[src/shared/esp_cfg.svh]
// constants for the external bus strobe pin mux: offsets, fields, resets
// assumes a 32-bit plain register port with byte addresses
`ifndef ESP_CFG_SVH
`define ESP_CFG_SVH

// register byte offsets
`define ESP_CTRL_OFS 8'h00
`define ESP_STAT_OFS 8'h04

// control register field positions
`define ESP_CTRL_EXT_BIT 0
`define ESP_CTRL_NONMUX_BIT 1
`define ESP_CTRL_BUS16_BIT 2
`define ESP_CTRL_WSTRB_BIT 3

// control register reset value: single chip mode, all pins general purpose
`define ESP_CTRL_RESET 4'h0

// shared pin indices
`define ESP_PIN_P5L0 0
`define ESP_PIN_P5L1 1
`define ESP_PIN_P5L2 2
`define ESP_PIN_P5L3 3
`define ESP_PIN_A14 4
`define ESP_PIN_A15 5

// number of shared pins
`define ESP_NUM_PINS 6

`endif

[src/shared/esp_pkg.sv]
// types for the external bus strobe pin mux
// assumes esp_cfg.svh is on the include path
`include "esp_cfg.svh"
`default_nettype none

package esp_pkg;

	// registered control, read data and pad drive of the mux top
	typedef struct packed {
		logic ext_bus_mode;
		logic nonmux_addr;
		logic bus_width_16;
		logic write_strobe_pin_enable;
		logic [31:0] rdata;
		logic [`ESP_NUM_PINS-1:0] pad_out;
		logic [`ESP_NUM_PINS-1:0] pad_oe;
	} esp_state_s;

endpackage : esp_pkg

`default_nettype wire

[src/rtl/esp_pin_sync.sv]
// three-stage input synchroniser with agreement filter for pad levels
// assumes asynchronous pad inputs and a synchronised active-low reset
`timescale 1ns/10ps
`default_nettype none

module esp_pin_sync #(
	parameter int WIDTH = 6
) (
	// clock and reset
	input wire logic sys_clk_i,
	input wire logic rst_n_i,
	// asynchronous levels in, filtered levels out
	input wire logic [WIDTH-1:0] d_i,
	output logic [WIDTH-1:0] q_o
);

	typedef struct packed {
		logic [WIDTH-1:0] s1;
		logic [WIDTH-1:0] s2;
		logic [WIDTH-1:0] s3;
		logic [WIDTH-1:0] q;
	} esp_sync_s;

	esp_sync_s st;
	esp_sync_s next_st;

	// s1 feeds only s2; a level counts once s2 and s3 agree, so a
	// pad caught mid-change never reaches q
	always_comb begin
		next_st = st;
		next_st.s1 = d_i;
		next_st.s2 = st.s1;
		next_st.s3 = st.s2;
		next_st.q = (st.s3 & ~(st.s2 ^ st.s3)) | (st.q & (st.s2 ^ st.s3));
	end

	// state register
	always_ff @(posedge sys_clk_i or negedge rst_n_i) begin
		if (!rst_n_i) begin
			st <= '0;
		end else begin
			st <= next_st;
		end
	end

	assign q_o = st.q;

endmodule : esp_pin_sync

`default_nettype wire

[src/rtl/esp_strobe_pin_mux.sv]
// pin function select for port 5 lines 0..3 and upper address lines 14/15
// assumes bus strobes and gpio signals come from logic on sys_clk_i
//
// Overview of operation
// - external bus mode with non-multiplexed addressing: upper shared pins carry address lines 14 and 15
// - external bus mode: port 5 line 0 carries the address latch strobe
// - external bus mode: port 5 line 1 carries the active-low read strobe
// - external bus with write strobe enable set: line 2 is low byte strobe
// - write strobe enable clear: line 2 stays general purpose
// - line 3 is high byte strobe only with ext bus, 16-bit, enable set
//
// Implementation choices: the plain strobed port and the address map.
`include "esp_cfg.svh"
`timescale 1ns/10ps
`default_nettype none

module esp_strobe_pin_mux (
	// clock and reset
	input wire logic sys_clk_i,
	input wire logic resetn_i,
	// register port
	input wire logic [7:0] reg_addr_i,
	input wire logic [31:0] reg_wdata_i,
	input wire logic reg_wr_i,
	input wire logic reg_rd_i,
	output logic [31:0] reg_rdata_o,
	// external bus controller strobes and address
	input wire logic addr_latch_strobe_i,
	input wire logic read_strobe_n_i,
	input wire logic low_byte_write_strobe_n_i,
	input wire logic high_byte_write_strobe_n_i,
	input wire logic addr_line_14_i,
	input wire logic addr_line_15_i,
	// general purpose port side
	input wire logic [5:0] gpio_out_i,
	input wire logic [5:0] gpio_oe_i,
	output logic [5:0] gpio_in_o,
	// pads: index 0..3 port5_line0..3, 4 and 5 address lines 14 and 15
	input wire logic [5:0] pad_in_i,
	output logic [5:0] pad_out_o,
	output logic [5:0] pad_oe_o
);

	logic [1:0] rst_sync;
	logic rst_n;
	esp_pkg::esp_state_s st;
	esp_pkg::esp_state_s next_st;
	logic [5:0] alt_sel;
	logic [5:0] alt_val;

	// reset release through two flops; assertion stays asynchronous
	always_ff @(posedge sys_clk_i or negedge resetn_i) begin
		if (!resetn_i) begin
			rst_sync <= 2'h0;
		end else begin
			rst_sync <= {rst_sync[0], 1'b1};
		end
	end
	assign rst_n = rst_sync[1];

	// pad levels cross in through the agreement filter
	esp_pin_sync #(
		.WIDTH(6)
	) u_pin_sync (
		.sys_clk_i(sys_clk_i),
		.rst_n_i(rst_n),
		.d_i(pad_in_i),
		.q_o(gpio_in_o)
	);

	// alternate function select per pin, from registered control only
	always_comb begin
		alt_sel = 6'h00;
		alt_sel[`ESP_PIN_P5L0] = st.ext_bus_mode;
		alt_sel[`ESP_PIN_P5L1] = st.ext_bus_mode;
		alt_sel[`ESP_PIN_P5L2] = st.ext_bus_mode & st.write_strobe_pin_enable;
		alt_sel[`ESP_PIN_P5L3] = st.ext_bus_mode & st.bus_width_16 &
			st.write_strobe_pin_enable;
		alt_sel[`ESP_PIN_A14] = st.ext_bus_mode & st.nonmux_addr;
		alt_sel[`ESP_PIN_A15] = st.ext_bus_mode & st.nonmux_addr;
	end

	// alternate values in pad order
	assign alt_val = {addr_line_15_i, addr_line_14_i,
		high_byte_write_strobe_n_i, low_byte_write_strobe_n_i,
		read_strobe_n_i, addr_latch_strobe_i};

	// next state: register writes, read data, registered pad drive
	always_comb begin
		next_st = st;
		if (reg_wr_i && reg_addr_i == `ESP_CTRL_OFS) begin
			next_st.ext_bus_mode = reg_wdata_i[`ESP_CTRL_EXT_BIT];
			next_st.nonmux_addr = reg_wdata_i[`ESP_CTRL_NONMUX_BIT];
			next_st.bus_width_16 = reg_wdata_i[`ESP_CTRL_BUS16_BIT];
			next_st.write_strobe_pin_enable =
				reg_wdata_i[`ESP_CTRL_WSTRB_BIT];
		end
		// read data stands one cycle only; unmapped reads give zero
		next_st.rdata = 32'h0000_0000;
		if (reg_rd_i) begin
			if (reg_addr_i == `ESP_CTRL_OFS) begin
				next_st.rdata[`ESP_CTRL_EXT_BIT] = st.ext_bus_mode;
				next_st.rdata[`ESP_CTRL_NONMUX_BIT] = st.nonmux_addr;
				next_st.rdata[`ESP_CTRL_BUS16_BIT] = st.bus_width_16;
				next_st.rdata[`ESP_CTRL_WSTRB_BIT] =
					st.write_strobe_pin_enable;
			end else if (reg_addr_i == `ESP_STAT_OFS) begin
				next_st.rdata[5:0] = alt_sel;
			end
		end
		// a pin not taken by the bus stays under port control
		next_st.pad_out = (alt_sel & alt_val) | (~alt_sel & gpio_out_i);
		next_st.pad_oe = alt_sel | (~alt_sel & gpio_oe_i);
	end

	// single state register; pads come up undriven after reset
	always_ff @(posedge sys_clk_i or negedge rst_n) begin
		if (!rst_n) begin
			// control fields come from the reset word, cut to one bit each
			st.ext_bus_mode <= 1'(`ESP_CTRL_RESET >> `ESP_CTRL_EXT_BIT);
			st.nonmux_addr <= 1'(`ESP_CTRL_RESET >> `ESP_CTRL_NONMUX_BIT);
			st.bus_width_16 <= 1'(`ESP_CTRL_RESET >> `ESP_CTRL_BUS16_BIT);
			st.write_strobe_pin_enable <=
				1'(`ESP_CTRL_RESET >> `ESP_CTRL_WSTRB_BIT);
			st.rdata <= 32'h0000_0000;
			st.pad_out <= 6'h00;
			st.pad_oe <= 6'h00;
		end else begin
			st <= next_st;
		end
	end

	assign reg_rdata_o = st.rdata;
	assign pad_out_o = st.pad_out;
	assign pad_oe_o = st.pad_oe;
endmodule : esp_strobe_pin_mux

`default_nettype wire

[config.mk]
export PLATFORM = sky130hd
export DESIGN_NAME = esp_strobe_pin_mux
export DESIGN_NICKNAME = d
export VERILOG_FILES = /design/src/shared/esp_pkg.sv /design/src/rtl/esp_pin_sync.sv /design/src/rtl/esp_strobe_pin_mux.sv
export VERILOG_INCLUDE_DIRS = /design/src /design/src/shared
export SDC_FILE = /design/constraint.sdc
export NUM_CORES = 1
export LEC_CHECK = 0
export BUFFER_PORTS_ARGS = -buffer_cell sky130_fd_sc_hd__buf_2
export CAP_MARGIN = 20
export CORE_MARGIN = 5
export CORE_UTILIZATION = 38
export DETAILED_ROUTE_END_ITERATION = 8
export PLACE_DENSITY = 0.71
export SLEW_MARGIN = 20
export SYNTH_ARGS = -nofsm -noshare
export SYNTH_HDL_FRONTEND = slang
export SYNTH_SLANG_ARGS = --single-unit
[constraint.sdc]
create_clock -name sys_clk_i -period 1.4 [get_ports sys_clk_i]
set_input_delay 0.07 -clock sys_clk_i [delete_from_list [all_inputs] [get_ports sys_clk_i]]
set_output_delay 0.07 -clock sys_clk_i [all_outputs]
set_load 0.02 [all_outputs]
==> impl_metrics.env, run 1 <==
export IMPL_status="completed"
export IMPL_fin_hold_ws_ns=0.0168
export IMPL_setup_violations_final=0
export IMPL_reg2reg_from="alt_sel[0]"
export IMPL_vias_per_cell=3.80
export IMPL_start_util_pct=39.9
export IMPL_ir_drop_uv=699
export IMPL_combinationalPowerShare_pct=13.1
export IMPL_seq_area_frac_synth_pct=61.2
export IMPL_postLayoutCoreUtil_pct=49.7
export IMPL_cts_sinks=47
export IMPL_synth_cell_area_um2=1920
export IMPL_numCtsBuffers=5
export IMPL_p_clk_share_pct=30.6
export IMPL_finalMaxSlewViolations=0
export IMPL_grt_pass1_vias=1103
export IMPL_worstReg2RegEnd="pad_out_o[4]"
export IMPL_r2r_worst_path_cells=2
export IMPL_synth_top_area_cell="dfrtp_1"
export IMPL_io_pins=118
export IMPL_power_internal_mw=1.93
export IMPL_synth_cell_types=19
export IMPL_rows=25
export IMPL_period_share_pct=88.7
export IMPL_cp_end_kind="register"
export IMPL_grt_pass1_wl_um=5090
export IMPL_rrSetupSlack_ns=0.16
export IMPL_worstSetupStartpointType="register"
export IMPL_die_height_um=81.1
export IMPL_synthCells=141
export IMPL_p_sw_share_pct=25.4
export IMPL_synth_top_area_share_pct=61.2
export IMPL_clkTransAtPathRegs_ns=0.09
export IMPL_dp_cells=247
export IMPL_instances_no_fill=280
export IMPL_pwr_share_seq_pct=56.3
export IMPL_hold_violations=0
export IMPL_die_width_um=81.1
export IMPL_synthTopCellsByArea="dfrtp_1 61%, buf_4 20%, mux2_2 3.5%"
export IMPL_rsz0062_at_grt="false"
export IMPL_post_place_ws_ns=0.157
export IMPL_finalWorstPathRequiredPeriod_ns=1.24
export IMPL_finalSetupTns_ns=0
export IMPL_htreeDepth=2
export IMPL_die_area_um2=6580
export IMPL_synth_seq_cells=47
export IMPL_io_buffers=63
export IMPL_wire_per_inst_um=11.8
export IMPL_p_leak_nw=1.22
export IMPL_layout_nets=280
export IMPL_coreArea_um2=4820
export IMPL_drt_iter0_markers=10
export IMPL_firstDrtPassIters=3
export IMPL_cp_max_fo=13
export IMPL_yosys_warnings=0
export IMPL_dpl_hpwl_um=2480
export IMPL_clockBufferDepth=2
export IMPL_cp_arrival_ns=1.42
export IMPL_grt_max_degree=26
export IMPL_design_area_um2=2390
export IMPL_ant_nets=0
export IMPL_place_area_um2=2050
export IMPL_root_buffer="clkbuf_8"
export IMPL_hp_start="gpio_out_i[0]"
export IMPL_post_cts_buffers=0
export IMPL_synthToLayoutAreaGrowth_pct=24.5
export IMPL_antenna_cells=0
export IMPL_min_path_cells=2
export IMPL_grt_overflow=0
export IMPL_hold_end="pad_out_o[0]"
export IMPL_maxCapViolCount=0
export IMPL_fmaxAchievable_mhz=805
export IMPL_drive_gt1_share_pct=41.3
export IMPL_antenna_found_initial=0
export IMPL_remaining_drc_errors=0
export IMPL_cts_tree="yes"
export IMPL_setup_slack_ns=0.158
export IMPL_p_per_area_nw_per_um2=1080
export IMPL_switching_power_mw=0.658
export IMPL_insertion_delay_ns=0.29
export IMPL_synth_avg_cell_area_um2=13.6
export IMPL_skew_ns=0.00961
export IMPL_path_class="reg2reg"
export IMPL_track_usage_pct=10.6
export IMPL_cp_required_ns=1.57
export IMPL_finalWirelength_um=3300
export IMPL_total_power_mw=2.59
export IMPL_finalWeightedCongestion=0.656
export IMPL_hold_class="in2reg"
export IMPL_route_vias_total=1064
cell usage in the layout (no fill, tap or decap), types with 2 or more instances in the layout:
cell type,instances
buf_2,63
buf_4,2
clkbuf_8,5
clkinv_4,2
conb_1,27
dfrtp_1,46
dlygate4sd3_1,25
inv_1,2
maj3_1,6
mux2_2,6
mux2_4,4
nand2_1,3
nand2b_1,5
nand3_1,4
nor2_1,3
or2_2,2
how the worst max path moves through the flow:
| stage | to | startpoint | slack, ns |
|---|---|---|---|
| global placement | pad_out_o[4] | alt_sel[0] | 0.17 |
| floorplan | pad_out_o[0] | alt_sel[0] | 0.30 |
| CTS | pad_out_o[5] | alt_sel[0] | 0.15 |
| detailed placement | pad_out_o[5] | alt_sel[0] | 0.16 |
| finish | pad_out_o[4] | alt_sel[0] | 0.16 |
| global route | pad_out_o[4] | alt_sel[0] | 0.02 |
synthesized netlist by cell type:
cell	n
a21oi_1	1
mux2_4	4
dfrtp_1	47
or2_2	2
mux2i_1	1
nand2b_1	5
nand3_1	4
maj3_1	6
nand2_1	3
conb_1	2
nor3_2	1
nand4b_4	1
inv_1	2
nor4_4	1
a211oi_1	1
buf_4	50
nor2_1	3
clkbuf_1	1
mux2_2	6
kinds of logic (layout without fill, tap and decap cells):
family / after synthesis / in the layout / synth area share [%]
AO/OA/AOI/OAI: 2 / 2 / 0.651
adder cells (fa/ha/maj): 6 / 6 / 3.13
buffers and inverters: 53 / 100 / 20.1
flip-flops: 47 / 47 / 61.2
multiplexers: 11 / 11 / 7.16
other: 2 / 27 / 0.391
AND/OR/NAND/NOR: 20 / 20 / 7.36
layer usage:
| metal | global-route usage [%] | up-vias | share of wire, % |
|---|---|---|---|
| li1 | - | 518 | - |
| met1 | 11.6 | 490 | 37 |
| met2 | 17.7 | 50 | 52 |
| met3 | 3.88 | 6 | 8.0 |
| met4 | 5.57 | 0 | 2.2 |
| met5 | 0 | - | 0 |
power by group through the flow:
stage | logic, mW | clock network, mW | registers (mW)
6_report | 0.340 | 0.792 | 1.46
5_1_grt | 0.371 | 0.899 | 1.47
4_1_cts | 0.337 | 0.833 | 1.46
3_5_place_dp | 0.289 | 0 | 1.49
3_3_place_gp | 0.282 | 0 | 1.48
2_1_floorplan | 0.266 | 0 | 1.49
critical path, stage by stage (launching register included):
cell and delay (ns):
dfrtp_1 0.59, nand2_1 0.22, mux2_2 0.32
area by class of cell:
| cell class | instances | area [um^2] |
|---|---|---|
| clock buffer | 6 | 72.6 |
| clock inverter | 2 | 17.5 |
| fill | 457 | 2420 |
| inverter | 2 | 7.51 |
| multi-input combinational | 66 | 453 |
| sequential | 47 | 1180 |
| tap | 67 | 83.8 |
| timing repair buffer | 90 | 581 |
what timing repair did:
item | 4_1_cts | 5_1_grt
gates resized for setup | 0 | 0
hold buffers | 22 | 3
hold endpoints to repair | 21 | 2
setup endpoints to repair | 0 | 0
No activity file was read; power rests on OpenSTA's default activity.
==> run 2: changes to the inputs <==
BUFFER_PORTS_ARGS = unset   (was -buffer_cell sky130_fd_sc_hd__buf_2)
CORE_UTILIZATION = 45   (was 38)
DONT_BUFFER_PORTS = 1   (was unset)
PLACE_DENSITY = 0.58   (was 0.71)
SLEW_MARGIN = 10   (was 20)
==> impl_metrics.env, run 2 (synthesis gave the netlist of run 1 again) <==
export IMPL_status="completed"
export IMPL_p_per_area_nw_per_um2=1180
export IMPL_fmaxAchievable_mhz=879
export IMPL_cts_sinks=47
export IMPL_firstDrtPassIters=4
export IMPL_fin_hold_ws_ns=0.00887
export IMPL_dpl_hpwl_um=2200
export IMPL_post_cts_buffers=0
export IMPL_cp_max_fo=7
export IMPL_vias_per_cell=4.35
export IMPL_finalMaxSlewViolations=0
export IMPL_insertion_delay_ns=0.29
export IMPL_ant_nets=0
export IMPL_hold_violations=0
export IMPL_hold_class="in2reg"
export IMPL_final_common_cell="dfrtp_1"
export IMPL_cp_required_ns=1.57
export IMPL_cp_end_kind="register"
export IMPL_clkTransAtPathRegs_ns=0.08
export IMPL_finalWirelength_um=3140
export IMPL_maxCapViolCount=0
export IMPL_finalWorstPathRequiredPeriod_ns=1.14
export IMPL_layout_nets=224
export IMPL_die_area_um2=5680
export IMPL_rows=23
export IMPL_setup_violations_final=0
export IMPL_drt_iter0_markers=19
export IMPL_worstSetupStartpointType="register"
export IMPL_htreeDepth=2
export IMPL_most_common_layout_cells="46 x dfrtp_1, 31 x dlygate4sd3_1, 27 x conb_1, 6 x mux2_2, 6 x maj3_1"
export IMPL_root_buffer="clkbuf_8"
export IMPL_grt_max_degree=29
export IMPL_cp_arrival_ns=1.31
export IMPL_cts_hold_buf=31
export IMPL_coreArea_um2=4060
export IMPL_rsz0062_at_grt="false"
export IMPL_wire_per_inst_um=15.2
export IMPL_antenna_found_initial=0
export IMPL_finalWeightedCongestion=0.736
export IMPL_io_pins=118
export IMPL_numCtsBuffers=5
export IMPL_grt_overflow=0
export IMPL_skew_ns=0.00666
export IMPL_antenna_cells=0
export IMPL_ir_drop_uv=412
export IMPL_grt_pass1_vias=996
export IMPL_grt_pass1_wl_um=4770
export IMPL_period_share_pct=81.3
export IMPL_cts_tree="yes"
export IMPL_route_vias_total=900
export IMPL_p_leak_nw=0.986
export IMPL_start_util_pct=47.4
export IMPL_path_class="reg2reg"
export IMPL_ctsResizeCount=0
export IMPL_drive_gt1_share_pct=16.6
export IMPL_die_height_um=75.4
export IMPL_synthToLayoutAreaGrowth_pct=10.2
export IMPL_die_width_um=75.4
export IMPL_remaining_drc_errors=0
export IMPL_track_usage_pct=11.7
export IMPL_rrSetupSlack_ns=0.26
export IMPL_clockBufferDepth=2
export IMPL_finalSetupTns_ns=0
export IMPL_io_buffers=0
-- run 2: cell type report --
cell class | count | area [um^2]
clock buffers | 6 | 72.6
clock inverters | 2 | 12.5
fillers | 363 | 1940
inverters | 2 | 7.51
multi-input cells | 66 | 453
flip-flops and latches | 47 | 1180
well taps | 50 | 62.6
repair buffers | 34 | 333
-- run 2: report_power, final --
group	total [mW]	internal, mW	switching [mW]	leakage, nW
clock network	0.768	0.349	0.419	0.0412
registers	1.51	1.43	0.0841	0.567
logic	0.220	0.101	0.119	0.378
-- run 2: critical path: stages, from the launching register on --
cell and delay (ns):
dfrtp_1 0.46, nand2_1 0.19, mux2_2 0.36
-- run 2: metal layers --
layer,GRT usage [%],vias to the layer above,wire (um)
li1,-,400,-
met1,11.8,433,1050
met2,20.6,58,1680
met3,3.96,9,317
met4,7.38,0,92
met5,0,-,0
-- run 2: path summary, 6_finish.rpt --
kind / from / end / cells past startpoint
setup / recovery: alt_sel[0] / pad_out_o[5] / 2
hold / removal: reg_rd_i / reg_rdata_o[0] / 2
setup reg to reg: alt_sel[0] / pad_out_o[5] / 2
hold reg to reg: rst_sync[1] / u_pin_sync.next_st[15] / 1
max in group asynchronous: resetn_i / rst_sync[1] / 2
min in group asynchronous: rst_sync[1] / u_pin_sync.next_st[15] / 1
-- run 2: stage by stage --
step | setup slack (ns) | utilization, % | total power, mW | std cells | instance area, um^2
2_1_floorplan | 0.298 | - | 1.76 | 166 | 2020
3_3_place_gp | 0.311 | 42.5 | 1.68 | 168 | 1720
3_5_place_dp | 0.278 | 42.5 | 1.69 | 168 | 1720
4_1_cts | 0.260 | 52.2 | 2.53 | 207 | 2120
5_1_grt | 0.223 | 52.2 | 2.62 | 207 | 2120
6_report | 0.262 | 52.2 | 2.50 | 207 | 2120
==> run 3: changes to the inputs <==
clock period = 1 ns   (was 1.4 ns; I/O delays follow)
==> impl_metrics.env, run 3 (synthesis gave the netlist of run 1 again) <==
export IMPL_grt_pass1_vias=1093
export IMPL_setup_violations_final=5
export IMPL_path_class="reg2reg"
export IMPL_coreArea_um2=4060
export IMPL_root_buffer="clkbuf_8"
export IMPL_p_clk_share_pct=35.7
export IMPL_ir_drop_uv=557
export IMPL_power_internal_mw=3.01
export IMPL_fillerInstances=333
export IMPL_die_width_um=75.4
export IMPL_finalMaxSlewViolations=0
export IMPL_firstDrtPassIters=4
export IMPL_drive_gt1_share_pct=28.3
export IMPL_htreeDepth=2
export IMPL_ant_nets=0
export IMPL_cp_end_kind="register"
export IMPL_combinationalPowerShare_pct=10.9
export IMPL_worstSetupStartpointType="register"
export IMPL_design_area_um2=2340
export IMPL_wire_per_inst_um=15.0
export IMPL_layout_nets=240
export IMPL_start_util_pct=47.4
export IMPL_switching_power_mw=0.885
export IMPL_rows=23
export IMPL_p_per_area_nw_per_um2=1660
export IMPL_drt_iter0_markers=23
export IMPL_grt_overflow=0
export IMPL_finalWirelength_um=3360
export IMPL_cts_sinks=47
export IMPL_io_pins=118
export IMPL_multi_input_area_um2=500
export IMPL_die_height_um=75.4
export IMPL_maxCapViolCount=0
export IMPL_rsz0062_at_grt="true"
export IMPL_post_place_ws_ns=-0.127
export IMPL_p_sw_share_pct=22.7
export IMPL_finalWeightedCongestion=0.696
export IMPL_io_buffers=0
export IMPL_cp_required_ns=1.18
export IMPL_cts_tree="yes"
export IMPL_remaining_drc_errors=0
export IMPL_hold_violations=0
export IMPL_instances_no_fill=223
export IMPL_cp_max_fo=4
export IMPL_skew_ns=0.00246
export IMPL_clkTransAtPathRegs_ns=0.08
export IMPL_numCtsBuffers=5
export IMPL_grt_max_degree=29
export IMPL_place_area_um2=1830
export IMPL_status="finished with violations"
export IMPL_route_vias_total=976
export IMPL_synthToLayoutAreaGrowth_pct=21.9
export IMPL_pwr_share_seq_pct=53.4
export IMPL_antenna_cells=0
export IMPL_antenna_found_initial=0
export IMPL_most_common_layout_cells="45 x dfrtp_1, 32 x dlygate4sd3_1, 27 x conb_1, 15 x buf_4, 7 x mux2_4"
export IMPL_fmaxAchievable_mhz=923
export IMPL_vias_per_cell=4.38
export IMPL_insertion_delay_ns=0.29
export IMPL_clockBufferDepth=2
export IMPL_track_usage_pct=12.4
export IMPL_finalWorstPathRequiredPeriod_ns=1.08
export IMPL_p_leak_nw=1.10
export IMPL_hold_class="in2reg"
export IMPL_setup_slack_ns=-0.0838
export IMPL_grt_pass1_wl_um=5130
export IMPL_die_area_um2=5680
export IMPL_dpl_hpwl_um=2450
export IMPL_final_common_cell="dfrtp_1"
export IMPL_cp_arrival_ns=1.26
export IMPL_period_share_pct=108
export IMPL_dp_cells=181
export IMPL_total_power_mw=3.89
export IMPL_area_sequential_um2=1180
export IMPL_violations="setup timing"
## run 3: cell types whose count changed in the layout (fill, tap and decap cells not counted), moves of 2 or more
cell,delta
buf_4,+12
nand2_1,-2
or2_4,+2
mux2_2,-3
or2_2,-2
buf_6,+2
nand3_1,-2
mux2_4,+3
nand2_2,+2
## run 3: worst max-delay path: stages, from the launching register on
cell and delay (ns):
dfrtp_2 0.45, buf_6 0.13, nand3_4 0.08, mux2_4 0.31
## run 3: through the flow
| step | setup TNS [ns] | utilization, % | hold slack [ns] |
|---|---|---|---|
| floorplan | 0 | - | -0.246 |
| global placement | -0.0675 | 45.2 | -0.246 |
| detailed placement | -0.326 | 45.2 | -0.246 |
| CTS | -0.300 | 56.2 | -0.102 |
| global route | -0.315 | 57.7 | 0.0391 |
| finish | -0.116 | 57.7 | 0.0487 |
## run 3: what timing repair did
item,CTS,global route
setup endpoints to repair,5,10
pin swaps,0,1
gates resized for setup,3,12
hold buffers,31,1
hold endpoints to repair,28,1
buffers inserted,1,1
## run 3: final timing paths
check | from | to | slack, ns | depth (start not counted)
worst max-delay path | alt_sel[0] | pad_out_o[3] | -0.08 | 3
worst min-delay path | reg_wr_i | alt_sel[0] | 0.05 | 2
worst max register to register | alt_sel[0] | pad_out_o[3] | -0.08 | 3
worst min register to register | rst_sync[1] | u_pin_sync.next_st[9] | 0.23 | 1
max in group asynchronous | resetn_i | rst_sync[1] | 0.34 | 2
min in group asynchronous | rst_sync[1] | u_pin_sync.next_st[9] | 0.23 | 1
## run 3: power by group through the flow
stage	combinational, mW	clock (mW)	sequential (mW)
final	0.425	1.39	2.08
after global routing	0.462	1.52	2.09
after CTS	0.410	1.44	2.08
after detailed placement	0.304	0	2.12
after global placement	0.297	0	2.11
after floorplan	0.374	0	2.09
## run 3: final cells by class
class / instances / area share [%]
clock inverter: 2 / 1.50
clock buffer: 6 / 3.53
tap: 50 / 2.67
sequential: 47 / 50.3
inverter: 2 / 0.321
timing repair buffer: 50 / 20.3
multi-input combinational: 66 / 21.4
## run 3: per-layer routing
metal	routed length, um	track usage, %
met1	1070	12.2
met3	276	3.56
met4	76	5.83
met2	1930	23.5
met5	0	0
